===== src/hdl/spm_pkg.sv =====
/*
 * Shared constants and types of the switch port MAC flow-control block.
 * Assumes a 10 MHz system clock; all timing counts derive from that period.
 */
package spm_pkg;

	// ****************************************************************
	// Clock and bit timing
	// ****************************************************************
	localparam int CLK_NS = 100;
	localparam int BIT_NS_100 = 10;
	localparam int BIT_NS_10 = 100;
	localparam int IFG_BITS = 96;
	localparam int SLOT_BITS = 512;
	// Least times, so the cycle counts round up.
	localparam logic [19:0] IFG_CYC_100 = 20'((IFG_BITS * BIT_NS_100 + CLK_NS - 1) / CLK_NS);
	localparam logic [19:0] IFG_CYC_10 = 20'((IFG_BITS * BIT_NS_10 + CLK_NS - 1) / CLK_NS);
	localparam logic [19:0] SLOT_CYC_100 = 20'((SLOT_BITS * BIT_NS_100 + CLK_NS - 1) / CLK_NS);
	localparam logic [19:0] SLOT_CYC_10 = 20'((SLOT_BITS * BIT_NS_10 + CLK_NS - 1) / CLK_NS);
	localparam int STORM_MS_100 = 50;
	localparam int STORM_MS_10 = 500;
	localparam int STORM_CYC_100 = STORM_MS_100 * 1000000 / CLK_NS;
	localparam int STORM_CYC_10 = STORM_MS_10 * 1000000 / CLK_NS;
	localparam int BP_HOLD_US = 2000;
	localparam int BP_HOLD_CYC = BP_HOLD_US * 1000 / CLK_NS;

	// ****************************************************************
	// Frame sizes and field values
	// ****************************************************************
	localparam logic [11:0] MIN_LEN = 12'h040;
	localparam logic [11:0] MAX_STD = 12'h5ee;
	localparam logic [11:0] MAX_1536 = 12'h600;
	localparam logic [11:0] MAX_JUMBO = 12'h800;
	localparam logic [11:0] VLAN_EXTRA = 12'h004;
	localparam logic [11:0] LATE_BYTES = 12'(SLOT_BITS / 8);
	localparam logic [11:0] CTRL_LEN = 12'h040;
	localparam logic [11:0] POS_DA_END = 12'h005;
	localparam logic [11:0] POS_TYPE = 12'h00d;
	localparam logic [11:0] POS_OPCODE = 12'h00f;
	localparam logic [11:0] POS_PTIME = 12'h011;
	localparam logic [7:0] BCAST_BYTE = 8'hff;
	localparam logic [15:0] TYPE_CTRL = 16'h8808;
	localparam logic [15:0] TYPE_VLAN = 16'h8100;
	localparam logic [15:0] OP_PAUSE = 16'h0001;
	localparam logic [15:0] PAUSE_MAX = 16'hffff;
	localparam logic [15:0] PAUSE_ZERO = 16'h0000;

	// ****************************************************************
	// Backoff, storm and reset values
	// ****************************************************************
	localparam logic [4:0] EXCESS_COL = 5'h10;
	localparam logic [4:0] BACKOFF_LIMIT = 5'h0a;
	localparam logic [4:0] AGGR_LIMIT = 5'h03;
	localparam logic [15:0] LFSR_SEED = 16'hace1;
	localparam logic [10:0] STORM_LIMIT_RST = 11'h04a;

	typedef enum logic [2:0] {
		S_IDLE,
		S_SEND,
		S_IFG,
		S_BACKOFF,
		S_JAM,
		S_SILENT
	} spm_tx_e;

endpackage


===== src/hdl/spm_buf2.sv =====
/*
 * Two-entry buffer with valid and ready on both sides.
 * Assumes one clock, an active-low asynchronous reset and a freezing clock enable.
 */
module spm_buf2 #(
	parameter int W = 10
) (
	input wire logic sys_clk_in,
	input wire logic nrst_in,
	input wire logic cke_in,
	input wire logic in_valid_in,
	output logic in_ready_out,
	input wire logic [W-1:0] in_data_in,
	output logic out_valid_out,
	input wire logic out_ready_in,
	output logic [W-1:0] out_data_out
);

	typedef struct packed {
		logic [1:0][W-1:0] mem;
		logic wp;
		logic rp;
		logic [1:0] cnt;
	} spm_buf_s;

	spm_buf_s q;
	spm_buf_s d;
	logic push;
	logic pop;

	// Ready depends only on the fill level, so the source never sees a
	// combinational path from the drain side.
	assign in_ready_out = (q.cnt != 2'h2);
	assign out_valid_out = (q.cnt != 2'h0);
	assign out_data_out = q.mem[q.rp];
	assign push = in_valid_in && in_ready_out;
	assign pop = out_valid_out && out_ready_in;

	always_comb begin
		d = q;
		if (push) begin
			d.mem[q.wp] = in_data_in;
			d.wp = ~q.wp;
		end
		if (pop) begin
			d.rp = ~q.rp;
		end
		d.cnt = 2'(q.cnt + {1'b0, push} - {1'b0, pop});
	end

	always_ff @(posedge sys_clk_in or negedge nrst_in) begin
		if (!nrst_in) begin
			q <= '0;
		end else if (cke_in) begin
			q <= d;
		end
	end

endmodule


===== src/hdl/spm_port_mac.sv =====
/*
 * Per-port MAC transmit scheduler, receive filter and flow control.
 * Assumes the PHY gives one byte tick per transmitted byte on this clock,
 * and that carrier and collision arrive as asynchronous pins.
 */
module spm_port_mac #(
	parameter int STORM_CYC_100_P = spm_pkg::STORM_CYC_100,
	parameter int STORM_CYC_10_P = spm_pkg::STORM_CYC_10,
	parameter int BP_HOLD_CYC_P = spm_pkg::BP_HOLD_CYC,
	parameter int FREE_W = 10,
	parameter logic [FREE_W-1:0] FC_OFF_THR = 10'h040
) (
	input wire logic sys_clk_in,
	input wire logic nrst_in,
	input wire logic cke_in,
	input wire logic full_duplex_in,
	input wire logic speed100_in,
	input wire logic aggr_backoff_en_in,
	input wire logic no_excess_drop_in,
	input wire logic bp_en_in,
	input wire logic max1536_en_in,
	input wire logic jumbo_en_in,
	input wire logic storm_en_in,
	input wire logic storm_mcast_in,
	input wire logic storm_limit_wr_in,
	input wire logic [10:0] storm_limit_in,
	input wire logic mac_carrier_detect_in,
	input wire logic collision_in,
	input wire logic tx_byte_tick_in,
	output logic mac_tx_frame_enable_out,
	output logic tx_preamble_only_out,
	output logic tx_ctrl_frame_out,
	output logic [15:0] tx_pause_time_out,
	input wire logic tx_frm_valid_in,
	input wire logic [11:0] tx_frm_len_in,
	output logic tx_frm_done_out,
	output logic tx_frm_drop_out,
	output logic tx_paused_out,
	input wire logic dest_busy_in,
	input wire logic rxq_full_in,
	input wire logic [FREE_W-1:0] free_bufs_in,
	output logic fc_active_out,
	input wire logic rx_valid_in,
	output logic rx_ready_out,
	input wire logic [7:0] rx_data_in,
	input wire logic rx_last_in,
	output logic rx_out_valid_out,
	input wire logic rx_out_ready_in,
	output logic [7:0] rx_out_data_out,
	output logic rx_out_last_out,
	output logic rx_out_bad_out
);
	import spm_pkg::*;

	// ****************************************************************
	// State
	// ****************************************************************
	typedef struct packed {
		logic cs0;
		logic cs1;
		logic col0;
		logic col1;
		spm_tx_e st;
		logic [19:0] tmr;
		logic [19:0] hold;
		logic [4:0] att;
		logic [11:0] bcnt;
		logic ctrl;
		logic colgap;
		logic [15:0] lfsr;
		logic [15:0] pause;
		logic [19:0] quant;
		logic [15:0] fc_time;
		logic fc_act;
		logic pend_on;
		logic pend_off;
		logic [11:0] rcnt;
		logic [15:0] sh;
		logic bc;
		logic mc;
		logic vlan;
		logic mctl;
		logic pse;
		logic [15:0] pval;
		logic [22:0] ivl;
		logic [10:0] scnt;
		logic [10:0] slim;
		logic done;
		logic drop;
		logic en;
		logic pre;
	} spm_state_s;

	localparam spm_state_s RST_S = '{st: S_IDLE, lfsr: LFSR_SEED,
		slim: STORM_LIMIT_RST, default: '0};

	spm_state_s q;
	spm_state_s d;
	logic fire;
	logic bad;
	logic buf_ready;
	logic [9:0] buf_last_bad;

	assign fire = rx_valid_in && buf_ready;
	assign rx_ready_out = buf_ready;
	assign mac_tx_frame_enable_out = q.en;
	assign tx_preamble_only_out = q.pre;
	assign tx_ctrl_frame_out = q.ctrl;
	assign tx_pause_time_out = q.fc_time;
	assign tx_frm_done_out = q.done;
	assign tx_frm_drop_out = q.drop;
	assign tx_paused_out = (q.pause != PAUSE_ZERO);
	assign fc_active_out = q.fc_act;

	// ****************************************************************
	// Next state
	// ****************************************************************
	always_comb begin
		logic [19:0] ifg;
		logic [19:0] slot;
		logic [11:0] len;
		logic [11:0] maxlen;
		logic [15:0] word;
		logic storm_hit;
		logic bp_act;
		logic act_set;
		logic [4:0] att_n;
		logic [4:0] k;
		logic [9:0] r;
		logic [11:0] tlen;
		ifg = speed100_in ? IFG_CYC_100 : IFG_CYC_10;
		slot = speed100_in ? SLOT_CYC_100 : SLOT_CYC_10;
		len = 12'(q.rcnt + 12'h001);
		word = {q.sh[7:0], rx_data_in};
		maxlen = jumbo_en_in ? MAX_JUMBO : (max1536_en_in ? MAX_1536 : MAX_STD);
		maxlen = 12'(maxlen + (q.vlan ? VLAN_EXTRA : 12'h000));
		storm_hit = storm_en_in && (q.bc || (storm_mcast_in && q.mc))
			&& (q.scnt >= q.slim);
		bp_act = q.fc_act && bp_en_in && !full_duplex_in;
		bad = rx_last_in && ((len < MIN_LEN) || (len > maxlen) || q.mctl
			|| storm_hit || bp_act);
		d = q;
		d.cs0 = mac_carrier_detect_in;
		d.cs1 = q.cs0;
		d.col0 = collision_in;
		d.col1 = q.col0;
		d.done = 1'b0;
		d.drop = 1'b0;
		d.lfsr = {q.lfsr[14:0], q.lfsr[15] ^ q.lfsr[13] ^ q.lfsr[12] ^ q.lfsr[10]};

		// ************************************************************
		// Pause timer, one count per 512 bit times
		// ************************************************************
		if (q.pause != PAUSE_ZERO) begin
			if (q.quant >= 20'(slot - 20'h00001)) begin
				d.quant = '0;
				d.pause = 16'(q.pause - 16'h0001);
			end else begin
				d.quant = 20'(q.quant + 20'h00001);
			end
		end

		// ************************************************************
		// Receive parse and filter
		// ************************************************************
		if (fire) begin
			d.sh = word;
			if (q.rcnt != 12'hfff) begin
				d.rcnt = len;
			end
			if (q.rcnt == '0) begin
				d.bc = (rx_data_in == BCAST_BYTE);
				d.mc = rx_data_in[0];
			end else if (q.rcnt <= POS_DA_END) begin
				d.bc = q.bc && (rx_data_in == BCAST_BYTE);
			end
			if (q.rcnt == POS_TYPE) begin
				d.mctl = (word == TYPE_CTRL);
				d.vlan = (word == TYPE_VLAN);
			end
			if (q.rcnt == POS_OPCODE) begin
				d.pse = q.mctl && (word == OP_PAUSE);
			end
			if (q.rcnt == POS_PTIME) begin
				d.pval = word;
			end
			if (rx_last_in) begin
				if (q.pse && (len >= MIN_LEN) && full_duplex_in) begin
					d.pause = q.pval;
					d.quant = '0;
				end
				if (storm_en_in && (q.bc || (storm_mcast_in && q.mc)) && !storm_hit) begin
					d.scnt = 11'(q.scnt + 11'h001);
				end
				d.rcnt = '0;
				d.bc = 1'b0;
				d.mc = 1'b0;
				d.vlan = 1'b0;
				d.mctl = 1'b0;
				d.pse = 1'b0;
			end
		end
		if (storm_limit_wr_in) begin
			d.slim = storm_limit_in;
		end
		if (q.ivl >= 23'((speed100_in ? STORM_CYC_100_P : STORM_CYC_10_P) - 1)) begin
			d.ivl = '0;
			d.scnt = '0;
		end else begin
			d.ivl = 23'(q.ivl + 23'h000001);
		end

		// ************************************************************
		// Flow control activation with hysteresis
		// ************************************************************
		act_set = (fire && rx_last_in && !bad && dest_busy_in) || rxq_full_in;
		if (!q.fc_act && act_set) begin
			d.fc_act = 1'b1;
			d.pend_on = full_duplex_in;
			d.pend_off = 1'b0;
		end else if (q.fc_act && !dest_busy_in && !rxq_full_in
			&& (free_bufs_in >= FC_OFF_THR)) begin
			d.fc_act = 1'b0;
			d.pend_off = full_duplex_in;
			d.pend_on = 1'b0;
		end

		// ************************************************************
		// Transmit scheduler
		// ************************************************************
		att_n = (q.att == 5'(EXCESS_COL - 5'h01)) ? 5'h00 : 5'(q.att + 5'h01);
		k = (att_n < (aggr_backoff_en_in ? AGGR_LIMIT : BACKOFF_LIMIT)) ? att_n
			: (aggr_backoff_en_in ? AGGR_LIMIT : BACKOFF_LIMIT);
		r = q.lfsr[9:0] & ~(10'h3ff << k);
		tlen = q.ctrl ? CTRL_LEN : tx_frm_len_in;
		case (q.st)
			S_IDLE: begin
				d.bcnt = '0;
				if (full_duplex_in && (q.pend_on || q.pend_off)) begin
					d.st = S_SEND;
					d.ctrl = 1'b1;
					d.fc_time = q.pend_on ? PAUSE_MAX : PAUSE_ZERO;
					d.pend_on = 1'b0;
					d.pend_off = 1'b0;
				end else if (tx_frm_valid_in && !(full_duplex_in && (q.pause != PAUSE_ZERO))
					&& (full_duplex_in || !q.cs1 || bp_act)) begin
					d.st = S_SEND;
					d.ctrl = 1'b0;
				end else if (bp_act) begin
					d.st = S_JAM;
					d.hold = '0;
				end
			end
			S_SEND: begin
				if (!full_duplex_in && q.col1) begin
					d.colgap = 1'b1;
					d.st = S_IFG;
					d.tmr = ifg;
					if (q.bcnt >= LATE_BYTES) begin
						d.drop = 1'b1;
						d.att = '0;
					end else if (att_n == '0 && !no_excess_drop_in) begin
						d.drop = 1'b1;
						d.att = '0;
					end else begin
						d.att = att_n;
						if (bp_act) begin
							d.st = S_JAM;
							d.hold = '0;
						end else begin
							d.st = S_BACKOFF;
							d.tmr = 20'(20'(r) * slot);
						end
					end
				end else if (tx_byte_tick_in) begin
					d.bcnt = 12'(q.bcnt + 12'h001);
					if (d.bcnt >= tlen) begin
						d.done = !q.ctrl;
						d.att = '0;
						d.ctrl = 1'b0;
						d.colgap = 1'b0;
						d.st = S_IFG;
						d.tmr = ifg;
					end
				end
			end
			S_IFG: begin
				if (q.colgap && q.cs1) begin
					d.tmr = ifg;
				end else if (q.tmr <= 20'h00001) begin
					d.st = S_IDLE;
					d.colgap = 1'b0;
				end else begin
					d.tmr = 20'(q.tmr - 20'h00001);
				end
			end
			S_BACKOFF: begin
				if (q.tmr == '0) begin
					d.st = S_IFG;
					d.tmr = ifg;
				end else begin
					d.tmr = 20'(q.tmr - 20'h00001);
				end
			end
			S_JAM: begin
				d.hold = 20'(q.hold + 20'h00001);
				if (!bp_act || tx_frm_valid_in) begin
					d.st = S_IFG;
					d.tmr = ifg;
					d.colgap = 1'b0;
				end else if (q.hold >= 20'(BP_HOLD_CYC_P - 1)) begin
					d.st = S_SILENT;
					d.tmr = ifg;
				end
			end
			S_SILENT: begin
				// The silence is kept to one gap, so the partner stays deferred.
				if (q.tmr <= 20'h00001) begin
					d.st = bp_act ? S_JAM : S_IDLE;
					d.hold = '0;
				end else begin
					d.tmr = 20'(q.tmr - 20'h00001);
				end
			end
			default: begin
				d.st = S_IDLE;
			end
		endcase
		d.en = (d.st == S_SEND) || (d.st == S_JAM);
		d.pre = (d.st == S_JAM);
	end

	always_ff @(posedge sys_clk_in or negedge nrst_in) begin
		if (!nrst_in) begin
			q <= RST_S;
		end else if (cke_in) begin
			q <= d;
		end
	end

	// ****************************************************************
	// Receive buffer toward the fabric
	// ****************************************************************
	spm_buf2 #(
		.W(10)
	) u_rx_buf (
		.sys_clk_in(sys_clk_in),
		.nrst_in(nrst_in),
		.cke_in(cke_in),
		.in_valid_in(rx_valid_in),
		.in_ready_out(buf_ready),
		.in_data_in({rx_last_in, bad, rx_data_in}),
		.out_valid_out(rx_out_valid_out),
		.out_ready_in(rx_out_ready_in),
		.out_data_out(buf_last_bad)
	);

	assign rx_out_last_out = buf_last_bad[9];
	assign rx_out_bad_out = buf_last_bad[8];
	assign rx_out_data_out = buf_last_bad[7:0];

endmodule


===== config.mk =====
export PLATFORM = sky130hd
export DESIGN_NAME = spm_port_mac
export DESIGN_NICKNAME = d
export VERILOG_FILES = /design/src/hdl/spm_pkg.sv /design/src/hdl/spm_buf2.sv /design/src/hdl/spm_port_mac.sv
export SDC_FILE = /design/constraint.sdc
export NUM_CORES = 1
export LEC_CHECK = 0
export ABC_AREA = 1
export BUFFER_PORTS_ARGS = -buffer_cell sky130_fd_sc_hd__buf_2
export CELL_PAD_IN_SITES_DETAIL_PLACEMENT = 0
export CELL_PAD_IN_SITES_GLOBAL_PLACEMENT = 1
export CORE_MARGIN = 2
export CORE_UTILIZATION = 46
export DETAILED_ROUTE_END_ITERATION = 7
export PLACE_DENSITY = 0.8
export SETUP_SLACK_MARGIN = 0.15
export SLEW_MARGIN = 15
export SYNTH_ARGS = -nofsm -noshare
export SYNTH_HDL_FRONTEND = slang
export SYNTH_SLANG_ARGS = --single-unit

===== constraint.sdc =====
create_clock -name sys_clk_in -period 6.4 [get_ports sys_clk_in]
set_input_delay 1.6 -clock sys_clk_in [delete_from_list [all_inputs] [get_ports sys_clk_in]]
set_output_delay 1.6 -clock sys_clk_in [all_outputs]
set_load 0.005 [all_outputs]

== Word level (Yosys, flattened, before mapping) ==
Cells that the tools add are included.
Operators by class
  add/sub/neg operators: 14
  $mul: 1
  divide/modulo/power cells: 0
  order comparisons: 16
  equality and inequality tests: 33
  shifts and indexed selects: 1
  muxes and demuxes: 89
  bitwise operators: 7
  reductions and logical operators: 89
Operators by type and width (number)
  20-bit two-way mux: 10
  23-bit two-way mux: 7
  36-bit two-way mux: 4
  20-bit one-hot mux with 5 select lines: 1
  43-bit two-way mux: 2
  20-bit one-hot mux with 4 select lines: 1
  10-bit two-way mux: 5
  12-bit two-way mux: 4
  11-bit two-way mux: 4
  20-bit by 1-bit adder with 20-bit output, second input constant: 2
  3-bit two-way mux: 12
  5-bit two-way mux: 7
  16-bit equality test, second input constant: 2
  16-bit two-way mux: 2
  1-bit logical AND: 28
  2-bit != test, second input constant: 13
  13-bit one-hot mux with 2 select lines: 1
  12-bit by 1-bit adder with 12-bit output, second input constant: 2
  12-bit by 4-bit equality test with 1-bit output, second input constant: 2
  12-bit by 7-bit >= comparator with 1-bit output, second input constant: 2
  2-bit nonzero test: 12
  23-bit by 1-bit adder with 23-bit output, second input constant: 1
  23-bit >= comparator: 1
  23-bit by 1-bit subtractor with 23-bit output, second input constant: 1
  62 further kinds: 124
Word-level totals
  flip-flop bits (word level): 251
  latch bits: 0
  RAM bits: 0
  memory bits (read-only): 0
  bits of input ports: 63
  output and inout port bits: 35
  logic and storage cells: 288
  memories: 0

== Longest topological paths before layout ==
Gate-level depths: netlist of run 1.
  word-level depth: 17
  depth in mapped cells: 30
  gate-level depth less buffers: 30

== Modules after synthesis ==
A second synthesis of run 1 with hierarchy kept.
Unflattened totals
  cell total of the unflattened synthesis: 2399
  area, all modules: 17147.7 um^2
By module, submodules not included
  spm_port_mac: times used 1, cells each 2247, area each 15920.3 um^2
  spm_buf2: times used 1, cells each 152, area each 1227.4 um^2

== Least setup slack after synthesis of run 1 ==
Ideal clock, no wire load.
  kind: input-to-reg
  start: input port speed100_in
  end: register q[222] in the netlist's numbering
  setup time: 123 ps
  arrival: 5749 ps
  path slack: 528 ps
  stages on the path: 21
  path buffers: 2
  path through: clkbuf_1 inv_1 clkbuf_1 nor3_1 ha_1 ha_1 inv_1 fa_1 fa_1 inv_1 ha_1 ha_1 a21oi_1 o21ai_0 a21oi_1 o21ai_0 xor2_1 nand2_1 o21ai_0 nand2_1 nand2_1
On the way
  word-level cells in the longest chain between the ends: 7
RTL lines
  start: declaration: RTL line spm_port_mac.sv:17  | input wire logic speed100_in,
  10-bit two-way mux: RTL line spm_port_mac.sv:132  | slot = speed100_in ? SLOT_CYC_100 : SLOT_CYC_10;
  10-bit by 10-bit multiplier with 20-bit output: RTL line spm_port_mac.sv:272  | d.tmr = 20'(20'(r) * slot);
  20-bit two-way mux: RTL line spm_port_mac.sv:267  | if (bp_act) begin
  43-bit two-way mux: RTL line spm_port_mac.sv:262  | end else if (att_n == '0 && !no_excess_drop_in) begin
  43-bit two-way mux: RTL line spm_port_mac.sv:259  | if (q.bcnt >= LATE_BYTES) begin
  23-bit two-way mux: RTL line spm_port_mac.sv:255  | if (!full_duplex_in && q.col1) begin
  20-bit one-hot mux with 5 select lines: RTL line spm_port_mac.sv:236  | case (q.st)
  end signal: assignment: RTL line spm_port_mac.sv:335  | q <= RST_S;
  end signal: assignment: RTL line spm_port_mac.sv:337  | q <= d;
  end: declaration: RTL line spm_port_mac.sv:97  | spm_state_s q;
No other way between the ends. The select of a mux whose other input is x is not followed.
A chain may end at the register's enable or synchronous reset.

== Final worst setup path of run 1 ==
  start: input port aggr_backoff_en_in
  end: register q[222] in the netlist's numbering
On the way
  word-level cells in the longest chain between the ends: 12
RTL lines
  start: declaration: RTL line spm_port_mac.sv:18  | input wire logic aggr_backoff_en_in,
  4-bit two-way mux *: RTL line spm_port_mac.sv:232, spm_port_mac.sv:233
  5-bit < comparator: RTL line spm_port_mac.sv:232  | k = (att_n < (aggr_backoff_en_in ? AGGR_LIMIT : BACKOFF_LIMIT)) ? att_n
  5-bit two-way mux *: RTL line spm_port_mac.sv:232
  10-bit by 5-bit left shift with 10-bit output *: RTL line spm_port_mac.sv:234  | r = q.lfsr[9:0] & ~(10'h3ff << k);
  10-bit inverter *: RTL line spm_port_mac.sv:234
  10-bit bitwise AND *: RTL line spm_port_mac.sv:234
  10-bit by 10-bit multiplier with 20-bit output *: RTL line spm_port_mac.sv:272
  20-bit two-way mux *: RTL line spm_port_mac.sv:267
  43-bit two-way mux *: RTL line spm_port_mac.sv:262
  43-bit two-way mux *: RTL line spm_port_mac.sv:259
  23-bit two-way mux *: RTL line spm_port_mac.sv:255
  20-bit one-hot mux with 5 select lines *: RTL line spm_port_mac.sv:236
Mark *: on every way between the ends. The rest lies on a longest branch, timed or not. The select of a mux whose other input is x is not followed.

==> metrics, run 1 <==
Root Buffer=clkbuf_16; Async SR Flop Fraction=100%; status=complete, no violations; total core area=~37000 µm²; Peak supply drop=261 µV; RD Place Congestion=~0.90; Worst Max-Slew Pin Slew=roughly 1.0 ns; critical path class=primary input to flip-flop; post-synth net total=2556; startpoint type of the worst setup path=primary input; clock power share=between 20% and 30%; CTS buffer count=29; Post-layout nets=2616; cells after synthesis=about 2400; average wire per standard cell=15.0 µm; top_reg_cell synth=dfrtp_1; vias in the first global route=15100; Cell Area, Synth=around 17000 µm²; Ant. Diodes=0; syn_area_per_cell=7.26 µm²; Combinational Power Share=a little under 40%; PwrDens=about 360 nW/µm²; post-synth top area cell=dfrtp_1; beginning of the worst hold path=q[168]; Crit Reg-Reg Startpoint=q[183]; share of Yosys cell area claimed by the top area cell type=32.9%; Max transition margin=between 20% and 30%; DRT Pass-1 Iters=5; Arr. time, crit path=~6.1 ns; port bufs=~90; class of the worst hold path=flip-flop to flip-flop; first-pass GRT wire length=around 74000 µm; H-tree depth=1; Largest stage delay, worst path=0.54 ns; Net Sw Frac=41.5%; via count=about 15000; Pint=slightly below 4 mW; Ys Warns=0; total wire length=roughly 44000 µm; Initial Util=between 40% and 50%; synthesis-to-layout area growth=10.7%; Residual DRC=0; Req. time, crit path=just under 7 ns; crit-path max FO=5; Final Setup Violations=0; Iteration-0 DRC Markers=roughly 1100; Total GRT Usage=between 20% and 30%; hold path cells=2; NetSw=2.82 mW; setup TNS=0 ns; sequential fraction of design power=between 30 and 40%; synth top area cells=dfrtp_1, nand2_1, ha_1; gr ovfl total=0; share of cells above drive strength 1=between 9 and 10%; FF+latch count, synth=between 200 and 250; CP Launch Point=aggr_backoff_en_in; clock sinks=~240; final hold vios=0; Final ANT Viol Nets=0; clock latency at the later pin of the worst-skew pair=between 0.5 and 0.6 ns; Ports=between 90 and 100; final period utilization=just under 90%; fmax=about 180 MHz; worst r2r path cells=29; via/cell ratio=roughly 5.3; Crit. End Element=flip-flop; initial antenna violation count=0; Hold Buf Count CTS=0; clk buf depth=3; hold slack final=0.474 ns; Worst-path clk slew=0.06 ns; row count=70; Detail Placement HPWL=about 32000 µm; number of distinct library cells after synthesis=just over 60; Most common cell on crit path=nand2_1; sequential-to-total area share from yosys stat=between 30 and 40%; fin crit period=5.66 ns; total die area=approximately 39000 µm²; TritonCTS clock tree=done; Die W=slightly below 200 µm; Post-synth EDFFs=0; unrepaired setup endpoints after global routing=false; Max Clock Skew=roughly 0.021 ns; Slowest cell on crit path=fa_1; max cap viols=0; Leak=approximately 9.7 nW; largest net degree at the start of global routing=120; Final Slew Violations=0; chip height=a little under 200 µm
cells in the final DEF (no fill, tap or decap), drive strengths merged, types with 6 or more instances in the layout:
cell type / count
nand4: 55
o211ai: 7
a21oi: 75
o21ai: 197
inv: 315
o31ai: 10
nand2: 574
nand3b: 9
dfrtp: 225
a31oi: 14
or2: 8
bufinv: 6
dfstp: 11
nor2: 262
a22oi: 7
nand3: 160
nor3: 68
o22ai: 22
buf: 102
ha: 127
a21boi: 12
xor2: 55
clkinv: 6
nor4: 13
fa: 12
xnor2: 16
clkbuf: 37
power groups by stage:
stage,sequential (mW),clock (mW),combinational [mW]
5_1_grt,2.33,1.92,3.10
3_5_place_dp,2.29,0,2.69
6_report,2.28,1.82,2.69
3_3_place_gp,2.28,0,2.65
4_1_cts,2.27,1.86,2.71
2_1_floorplan,2.17,0,2.11
stage by stage:
stage | instance area (µm²) | instances | utilization [%] | power (mW) | worst slack (ns)
6_report | 18900 | 2905 | 51.7 | 6.78 | 0.738
5_1_grt | 18900 | 2905 | 51.7 | 7.36 | 0.235
4_1_cts | 18900 | 2905 | 51.7 | 6.83 | 0.583
3_5_place_dp | 17900 | 2851 | 48.8 | 4.98 | 0.0448
3_3_place_gp | 17900 | 2851 | 48.8 | 4.94 | 0.129
2_1_floorplan | 17100 | 2354 | - | 4.28 | 0.528
logic make-up after synthesis:
| kind of cell | after synthesis | synth area share [%] |
|---|---|---|
| compound gates | 363 | 12.1 |
| xor+xnor | 71 | 3.64 |
| other cells | 1 | 0.0219 |
| mux | 1 | 0.0659 |
| simple gates | 1155 | 29.6 |
| flops | 236 | 34.6 |
| buf+inv | 388 | 9.19 |
| fa+ha+maj | 139 | 10.7 |
final timing paths:
check | endpoint | slack (ns)
worst min register to register | q[168] | 0.47
worst max-delay path | q[222] | 0.74
max in group asynchronous | q[226] | 4.27
worst min-delay path | q[168] | 0.47
worst max register to register | q[222] | 0.75
min in group asynchronous | q[184] | 0.97
final cells by class:
type                            count  area (µm²)
Multi-Input combinational cell   1730        9620
Tap cell                          468         586
Clock inverter                     17         267
Clock buffer                       37         796
Sequential cell                   236        5920
Fill cell                        3634       17700
Inverter                          315        1190
Timing Repair Buffer              102         561
critical path: cells and delay by family:
family / cells / cell delay, ns
fa+ha+maj: 6 / 2.22
compound gates: 7 / 0.97
simple gates: 8 / 0.79
xor+xnor: 1 / 0.17
buf+inv: 5 / 0.35
per-layer routing:
| metal | routed length, µm | track usage (%) |
|---|---|---|
| met1 | 20700 | 31.3 |
| met3 | 1690 | 2.89 |
| met2 | 20300 | 39.9 |
| met4 | 907 | 5.10 |
| met5 | 0 | 0 |
state kept, by name, summed over array words and instances, names as in the netlist:
register,count
d,17
fc_active_out,1
mac_tx_frame_enable_out,1
q,188
tx_ctrl_frame_out,1
tx_frm_done_out,1
tx_frm_drop_out,1
tx_pause_time_out,1
tx_preamble_only_out,1
u_rx_buf.q,24
synth_stat cells, types with 6 or more instances:
library cell  number
nand2_1          566
inv_1            299
nor2_1           245
dfrtp_1          225
o21ai_0          178
nand3_1          155
ha_1             127
a21oi_1           72
nor3_1            60
xor2_1            55
nand4_1           54
clkbuf_1          32
buf_4             21
o22ai_1           18
buf_2             17
o21ai_1           17
xnor2_1           16
a31oi_1           14
nor4_1            13
a21boi_0          12
fa_1              12
inv_2             12
dfstp_2           11
nor2_2            11
o31ai_1           10
nand3b_1           9
a22oi_1            7
o211ai_1           7
or2_2              7
nand2_2            6
repair_timing:
| action | CTS | global route |
|---|---|---|
| endpoints found under the setup margin | 0 | 2 |
| gates resized for setup | 0 | 2 |
| buffers inserted | 0 | 0 |
| endpoints found under the hold margin | 0 | 0 |
No activity file was read; power rests on OpenSTA's default activity.
==> run 2, diff against run 1 <==
--- a/config.mk
+++ b/config.mk
@@ -9,9 +9,10 @@
 export BUFFER_PORTS_ARGS = -buffer_cell sky130_fd_sc_hd__buf_2
 export CELL_PAD_IN_SITES_DETAIL_PLACEMENT = 0
 export CELL_PAD_IN_SITES_GLOBAL_PLACEMENT = 1
-export CORE_MARGIN = 2
+export CORE_MARGIN = 1.5
 export CORE_UTILIZATION = 46
 export DETAILED_ROUTE_END_ITERATION = 7
+export GPL_TIMING_DRIVEN = 0
 export PLACE_DENSITY = 0.8
 export SETUP_SLACK_MARGIN = 0.15
 export SLEW_MARGIN = 15
==> metrics, run 2 (same netlist as run 1, synthesis figures left out) <==
status=complete, no violations; fin crit period=5.86 ns (+0.203 ns); Worst Max-Slew Pin Slew=0.743 ns (-0.302 ns); via count=15700 (+2.2%); delay-heaviest family, CP=adder cells; Arr. time, crit path=6.33 ns (+0.22 ns); largest net degree at the start of global routing=98 (-18%); DRT Pass-1 Iters=5 (unchanged); Req. time, crit path=6.87 ns (+0.02 ns); first-pass GRT wire length=77500 µm (+4.1%); H-tree depth=1 (unchanged); Final ANT Viol Nets=0 (unchanged); final period utilization=91.6% (+3.2 points); sequential fraction of design power=32.8% (-0.8 points); Hold Buf Count CTS=0 (unchanged); vias in the first global route=15500 (+2.5%); Iteration-0 DRC Markers=971 (-7.7%); Max transition margin=50.0% (+20 points); TritonCTS clock tree=done; critical path class=primary input to flip-flop; Largest stage delay, worst path=0.55 ns (about the same); max cap viols=0 (unchanged); clock latency at the later pin of the worst-skew pair=0.59 ns (about the same); total core area=36600 µm² (unchanged); register-to-register setup slack=0.67 ns (-0.08 ns); CTS buffer count=29 (unchanged); Worst-path clk slew=0.06 ns (about the same); Residual DRC=0 (unchanged); startpoint type of the worst setup path=primary input; port bufs=91 (unchanged); total wire length=46500 µm (+6.7%); Total GRT Usage=24.7% (+1.4 points); worst slack, placed=-0.808 ns (-0.853 ns); NetSw=2.91 mW (+3.5%); synthesis-to-layout area growth=12.6%; Peak supply drop=197 µV (-25%); RD Place Congestion=0.903 (+0.38%); most frequent cells in the layout=nand2_1, inv_1, nor2_1; Root Buffer=clkbuf_16; initial antenna violation count=1 (+1); Bufs and invs on worst path=6 (+1); clock power share=25.3% (-1.5 points); Net Sw Frac=42.2% (+0.69 points); Final Setup Violations=0 (unchanged); crit path cell chain=clkbuf_4 -> clkbuf_2 -> inv_1 -> buf_2 -> nor3_4 -> ha_1 -> ha_1 -> inv_1 -> fa_1 -> fa_1 -> inv_1 -> ha_1 -> ha_1 -> a21oi_1 -> o21ai_0 -> a21oi_1 -> o21ai_0 -> xor2_1 -> nand2_1 -> o21ai_0 -> nand2_1 -> nand2_1; Ports=98 (unchanged); Combinational Power Share=41.9% (+2.3 points); Most common cell on crit path=ha_1; final hold vios=0 (unchanged); Post-layout nets=2680 (+2.4%); Ant. Diodes=0 (unchanged); class of the worst hold path=flip-flop to flip-flop; chip height=196 µm (-0.51%); Detail Placement HPWL=36000 µm (+11%); gr ovfl total=0 (unchanged); Leak=9.86 nW (+2.1%); commonest non-fill, non-tap cell in the layout=nand2_1; Die W=196 µm (-0.51%); crit-path max FO=13 (+8); total die area=38300 µm² (-1.0%); clock sinks=236 (unchanged); fmax=171 MHz (-3.5%); Crit. End Element=flip-flop; Final Total Pwr=6.90 mW (+1.8%); Max Clock Skew=0.0165 ns (-0.00499 ns); via/cell ratio=5.30 (about the same); setup ws final=0.536 ns (-0.203 ns); unrepaired setup endpoints after global routing=false; average wire per standard cell=15.7 µm (+4.4%); Slowest cell on crit path=fa_1; Initial Util=46.7% (unchanged); row count=70 (unchanged); number of flip-flops in the largest register=188 (unchanged); Pint=3.99 mW (+0.59%); largest reg by FF count=q; PwrDens=359 nW/µm² (+0.12%); Final Slew Violations=0 (unchanged); clk buf depth=3 (unchanged); share of cells above drive strength 1=10.7% (+1.0 points)
==> run 2: cell types whose count changed in the layout (fill, tap and decap cells not counted), sizes merged <==
cell	delta
clkbuf	+36
buf	+31
clkinvlp	-4
clkinv	+3
bufinv	-2
==> run 2: per-stage QoR <==
step / area [µm²] / util, % / TNS, ns / hold slack, ns / instances
after floorplan: 17100 / - / 0 / 0.442 / 2354
after global placement: 18100 / 49.5 / -159.76 / 0.454 / 2913
after detailed placement: 18200 / 49.7 / -5.44 / 0.463 / 2915
after CTS: 19200 / 52.5 / 0 / 0.477 / 2969
after global routing: 19200 / 52.6 / 0 / 0.497 / 2969
final: 19200 / 52.6 / 0 / 0.475 / 2969
==> run 2: path summary, 6_finish.rpt <==
check | from | to | cells past startpoint
max | speed100_in | q[222] | 22
min | d[233] | q[233] | 2
max reg2reg | q[183] | q[222] | 29
min reg2reg | d[233] | q[233] | 2
max in group asynchronous | nrst_in | u_rx_buf.q[6] | 3
min in group asynchronous | nrst_in | q[220] | 1
==> run 2: what timing repair did <==
item | in CTS | in global routing
setup buffers | 0 | 0
setup endpoints to repair | 6 | 7
gates resized for setup | 2 | 7
==> run 2: cell type report <==
class	count	area (µm²)
repair buffers	93	523
clock inverters	14	191
multi-input cells	1730	9630
flip-flops and latches	236	5920
plain buffers	73	385
clock buffers	40	817
well taps	468	586
fillers	3702	17400
inverters	315	1190
==> run 2: power by group through the flow <==
stage	sequential (mW)	combinational [mW]	clock (mW)
3_3_place_gp	2.27	2.83	0
4_1_cts	2.26	2.90	1.78
6_report	2.26	2.89	1.75
5_1_grt	2.32	3.30	1.83
2_1_floorplan	2.17	2.11	0
3_5_place_dp	2.28	2.88	0
==> run 2: routing by layer <==
layer / up-vias / global-route usage [%] / routed length, µm
met5: - / 0 / 11
met4: 2 / 5.73 / 1030
met3: 66 / 3.13 / 2030
met2: 311 / 42.2 / 21700
met1: 7391 / 33.3 / 21800
li1: 7976 / - / -
==> run 2: worst reg2reg max path: cells and delay by family (launching register included) <==
kind / cells / cell delay, ns
AO/OA/AOI/OAI: 7 / 0.99
XOR/XNOR: 1 / 0.18
adder cells (fa/ha/maj): 7 / 2.54
buffers and inverters: 3 / 0.17
flip-flops: 1 / 0.44
AND/OR/NAND/NOR: 11 / 1.30
==> run 3, diff against run 2 <==
--- a/config.mk
+++ b/config.mk
@@ -14,6 +14,7 @@
 export DETAILED_ROUTE_END_ITERATION = 7
 export GPL_TIMING_DRIVEN = 0
 export PLACE_DENSITY = 0.8
+export RECOVER_POWER = 50
 export SETUP_SLACK_MARGIN = 0.15
 export SLEW_MARGIN = 15
 export SYNTH_ARGS = -nofsm -noshare
==> metrics, run 3 (same netlist as run 1, synthesis figures left out) <==
crit-path max FO=13 (unchanged); commonest non-fill, non-tap cell in the layout=nand2_1; Post-layout nets=2680 (unchanged); Placed Area=18200 µm² (unchanged); CTS buffer count=29 (unchanged); total wire length=46400 µm (-0.27%); port bufs=91 (unchanged); via count=15800 (+0.057%); initial antenna violation count=1 (unchanged); beginning of the worst hold path=d[233]; TritonCTS clock tree=done; Crit Reg-Reg Startpoint=q[183]; Leak=9.84 nW (-0.17%); Final Setup Violations=0 (unchanged); Total GRT Usage=24.7% (unchanged); largest net degree at the start of global routing=98 (unchanged); number of flip-flops in the largest register=188 (unchanged); Peak supply drop=196 µV (-0.32%); Crit. End Element=flip-flop; fin crit period=5.85 ns (-0.0105 ns); Max transition margin=-156% (-210 points); via/cell ratio=5.31 (about the same); Post-Layout Cell Count=2969 (unchanged); synthesis-to-layout area growth=12.4%; largest reg by FF count=q; Final ANT Viol Nets=0 (unchanged); Die W=196 µm (unchanged); Residual DRC=0 (unchanged); chip height=196 µm (unchanged); Design Area, Final=19200 µm² (-0.17%); class of the worst hold path=flip-flop to flip-flop; PwrDens=359 nW/µm² (about the same); status=finished with violations; DRT Pass-1 Iters=5 (unchanged); fmax=171 MHz (+0.18%); Worst-path clk slew=0.06 ns (about the same); Reg2Reg Capture Point=q[222]; placed instance count=2915 (unchanged); Iteration-0 DRC Markers=916 (-5.7%); Ports=98 (unchanged); Req. time, crit path=6.86 ns (about the same); max cap viols=1 (+1); Setup Fix Bufs, Post-CTS=0 (unchanged); failing checks=capacitance limit, slew limit; Hold Path Sink=q[233]; startpoint type of the worst setup path=primary input; Final Slew Violations=65 (+65); Hold Buf Count CTS=0 (unchanged); vias in the first global route=15500 (unchanged); row count=70 (unchanged); register-to-register setup slack=0.66 ns (about the same); hold slack final=0.475 ns (-0.000199 ns); total die area=38300 µm² (unchanged); Detail Placement HPWL=36000 µm (unchanged); average wire per standard cell=15.6 µm (-0.27%); share of cells above drive strength 1=10.6% (-0.080 points); RD Place Congestion=0.903 (unchanged); most frequent cells in the layout=nand2_1, inv_1, nor2_1; critical path class=primary input to flip-flop; final period utilization=91.5% (-0.16 points); H-tree depth=1 (unchanged); clock latency at the later pin of the worst-skew pair=0.59 ns (about the same); Root Buffer=clkbuf_16; Worst Max-Slew Pin Slew=3.83 ns (+3.09 ns); first-pass GRT wire length=77500 µm (unchanged); clk buf depth=3 (unchanged); gr ovfl total=0 (unchanged); final hold vios=0 (unchanged); unrepaired setup endpoints after global routing=false; Ant. Diodes=0 (unchanged); clock sinks=236 (unchanged); Arr. time, crit path=6.32 ns (about the same); hold path cells=2 (unchanged); Initial Util=46.7% (unchanged); total core area=36600 µm² (unchanged); Max Clock Skew=0.0194 ns (+0.00293 ns); worst r2r path cells=29 (unchanged)
==> run 3: changes by cell type in the layout (fill, tap and decap cells not counted), sizes merged <==
cell / before / now
buf: 133 / 129
clkbuf: 73 / 77
==> run 3: per-layer routing <==
metal  GRT usage [%]  share of wire (%)
met1            33.3                 46
met2            42.2                 47
met3            3.13                4.6
met4            5.73                2.2
met5               0              0.024
==> run 3: stage by stage <==
| step | utilization, % | power [mW] | setup WS (ns) | TNS (ns) |
|---|---|---|---|---|
| 2_1_floorplan | - | 4.28 | 0.528 | 0 |
| 3_3_place_gp | 49.5 | 5.10 | -0.782 | -159.76 |
| 3_5_place_dp | 49.7 | 5.16 | -0.808 | -5.44 |
| 4_1_cts | 52.5 | 6.94 | 0.176 | 0 |
| 5_1_grt | 52.5 | 7.46 | 0.151 | 0 |
| 6_report | 52.5 | 6.89 | 0.546 | 0 |
==> run 3: worst max-delay path by stage <==
stage,cells past startpoint,end,from,slack (ns)
after floorplan,21,q[222],speed100_in,0.53
after global placement,22,q[222],speed100_in,-0.78
after detailed placement,21,q[224],speed100_in,-0.81
after CTS,22,q[222],speed100_in,0.18
after global routing,28,q[222],q[183],0.15
final,22,q[222],speed100_in,0.55
==> run 3: critical path, stage by stage <==
cell and delay, ns:
clkbuf_4 0.25, clkbuf_2 0.26, inv_1 0.18, buf_2 0.27, nor3_4 0.29, ha_1 0.28
ha_1 0.27, inv_1 0.05, fa_1 0.51, fa_1 0.55, inv_1 0.04, ha_1 0.29
ha_1 0.36, a21oi_1 0.21, o21ai_0 0.10, a21oi_1 0.19, o21ai_0 0.17, xor2_1 0.17
nand2_1 0.08, o21ai_0 0.07, nand2_1 0.06, nand2_1 0.05
==> run 3: layout make-up <==
| class | count | area (µm²) |
|---|---|---|
| plain buffers | 73 | 385 |
| clock buffers | 40 | 817 |
| clock inverters | 14 | 191 |
| fillers | 3707 | 17400 |
| inverters | 315 | 1190 |
| multi-input cells | 1730 | 9630 |
| flip-flops and latches | 236 | 5920 |
| well taps | 468 | 586 |
| repair buffers | 93 | 490 |
==> run 3: repair_timing <==
item | 4_1_cts | 5_1_grt
resized for setup | 2 | 7
hold endpoints to repair | 0 | 0
setup endpoints to repair | 6 | 7
==> run 3: power breakdown <==
| part | leakage, nW | switching (mW) | total, mW | internal (mW) |
|---|---|---|---|---|
| clock network | 0.499 | 0.686 | 1.74 | 1.06 |
| logic | 6.26 | 1.84 | 2.89 | 1.05 |
| registers | 3.08 | 0.379 | 2.26 | 1.88 |
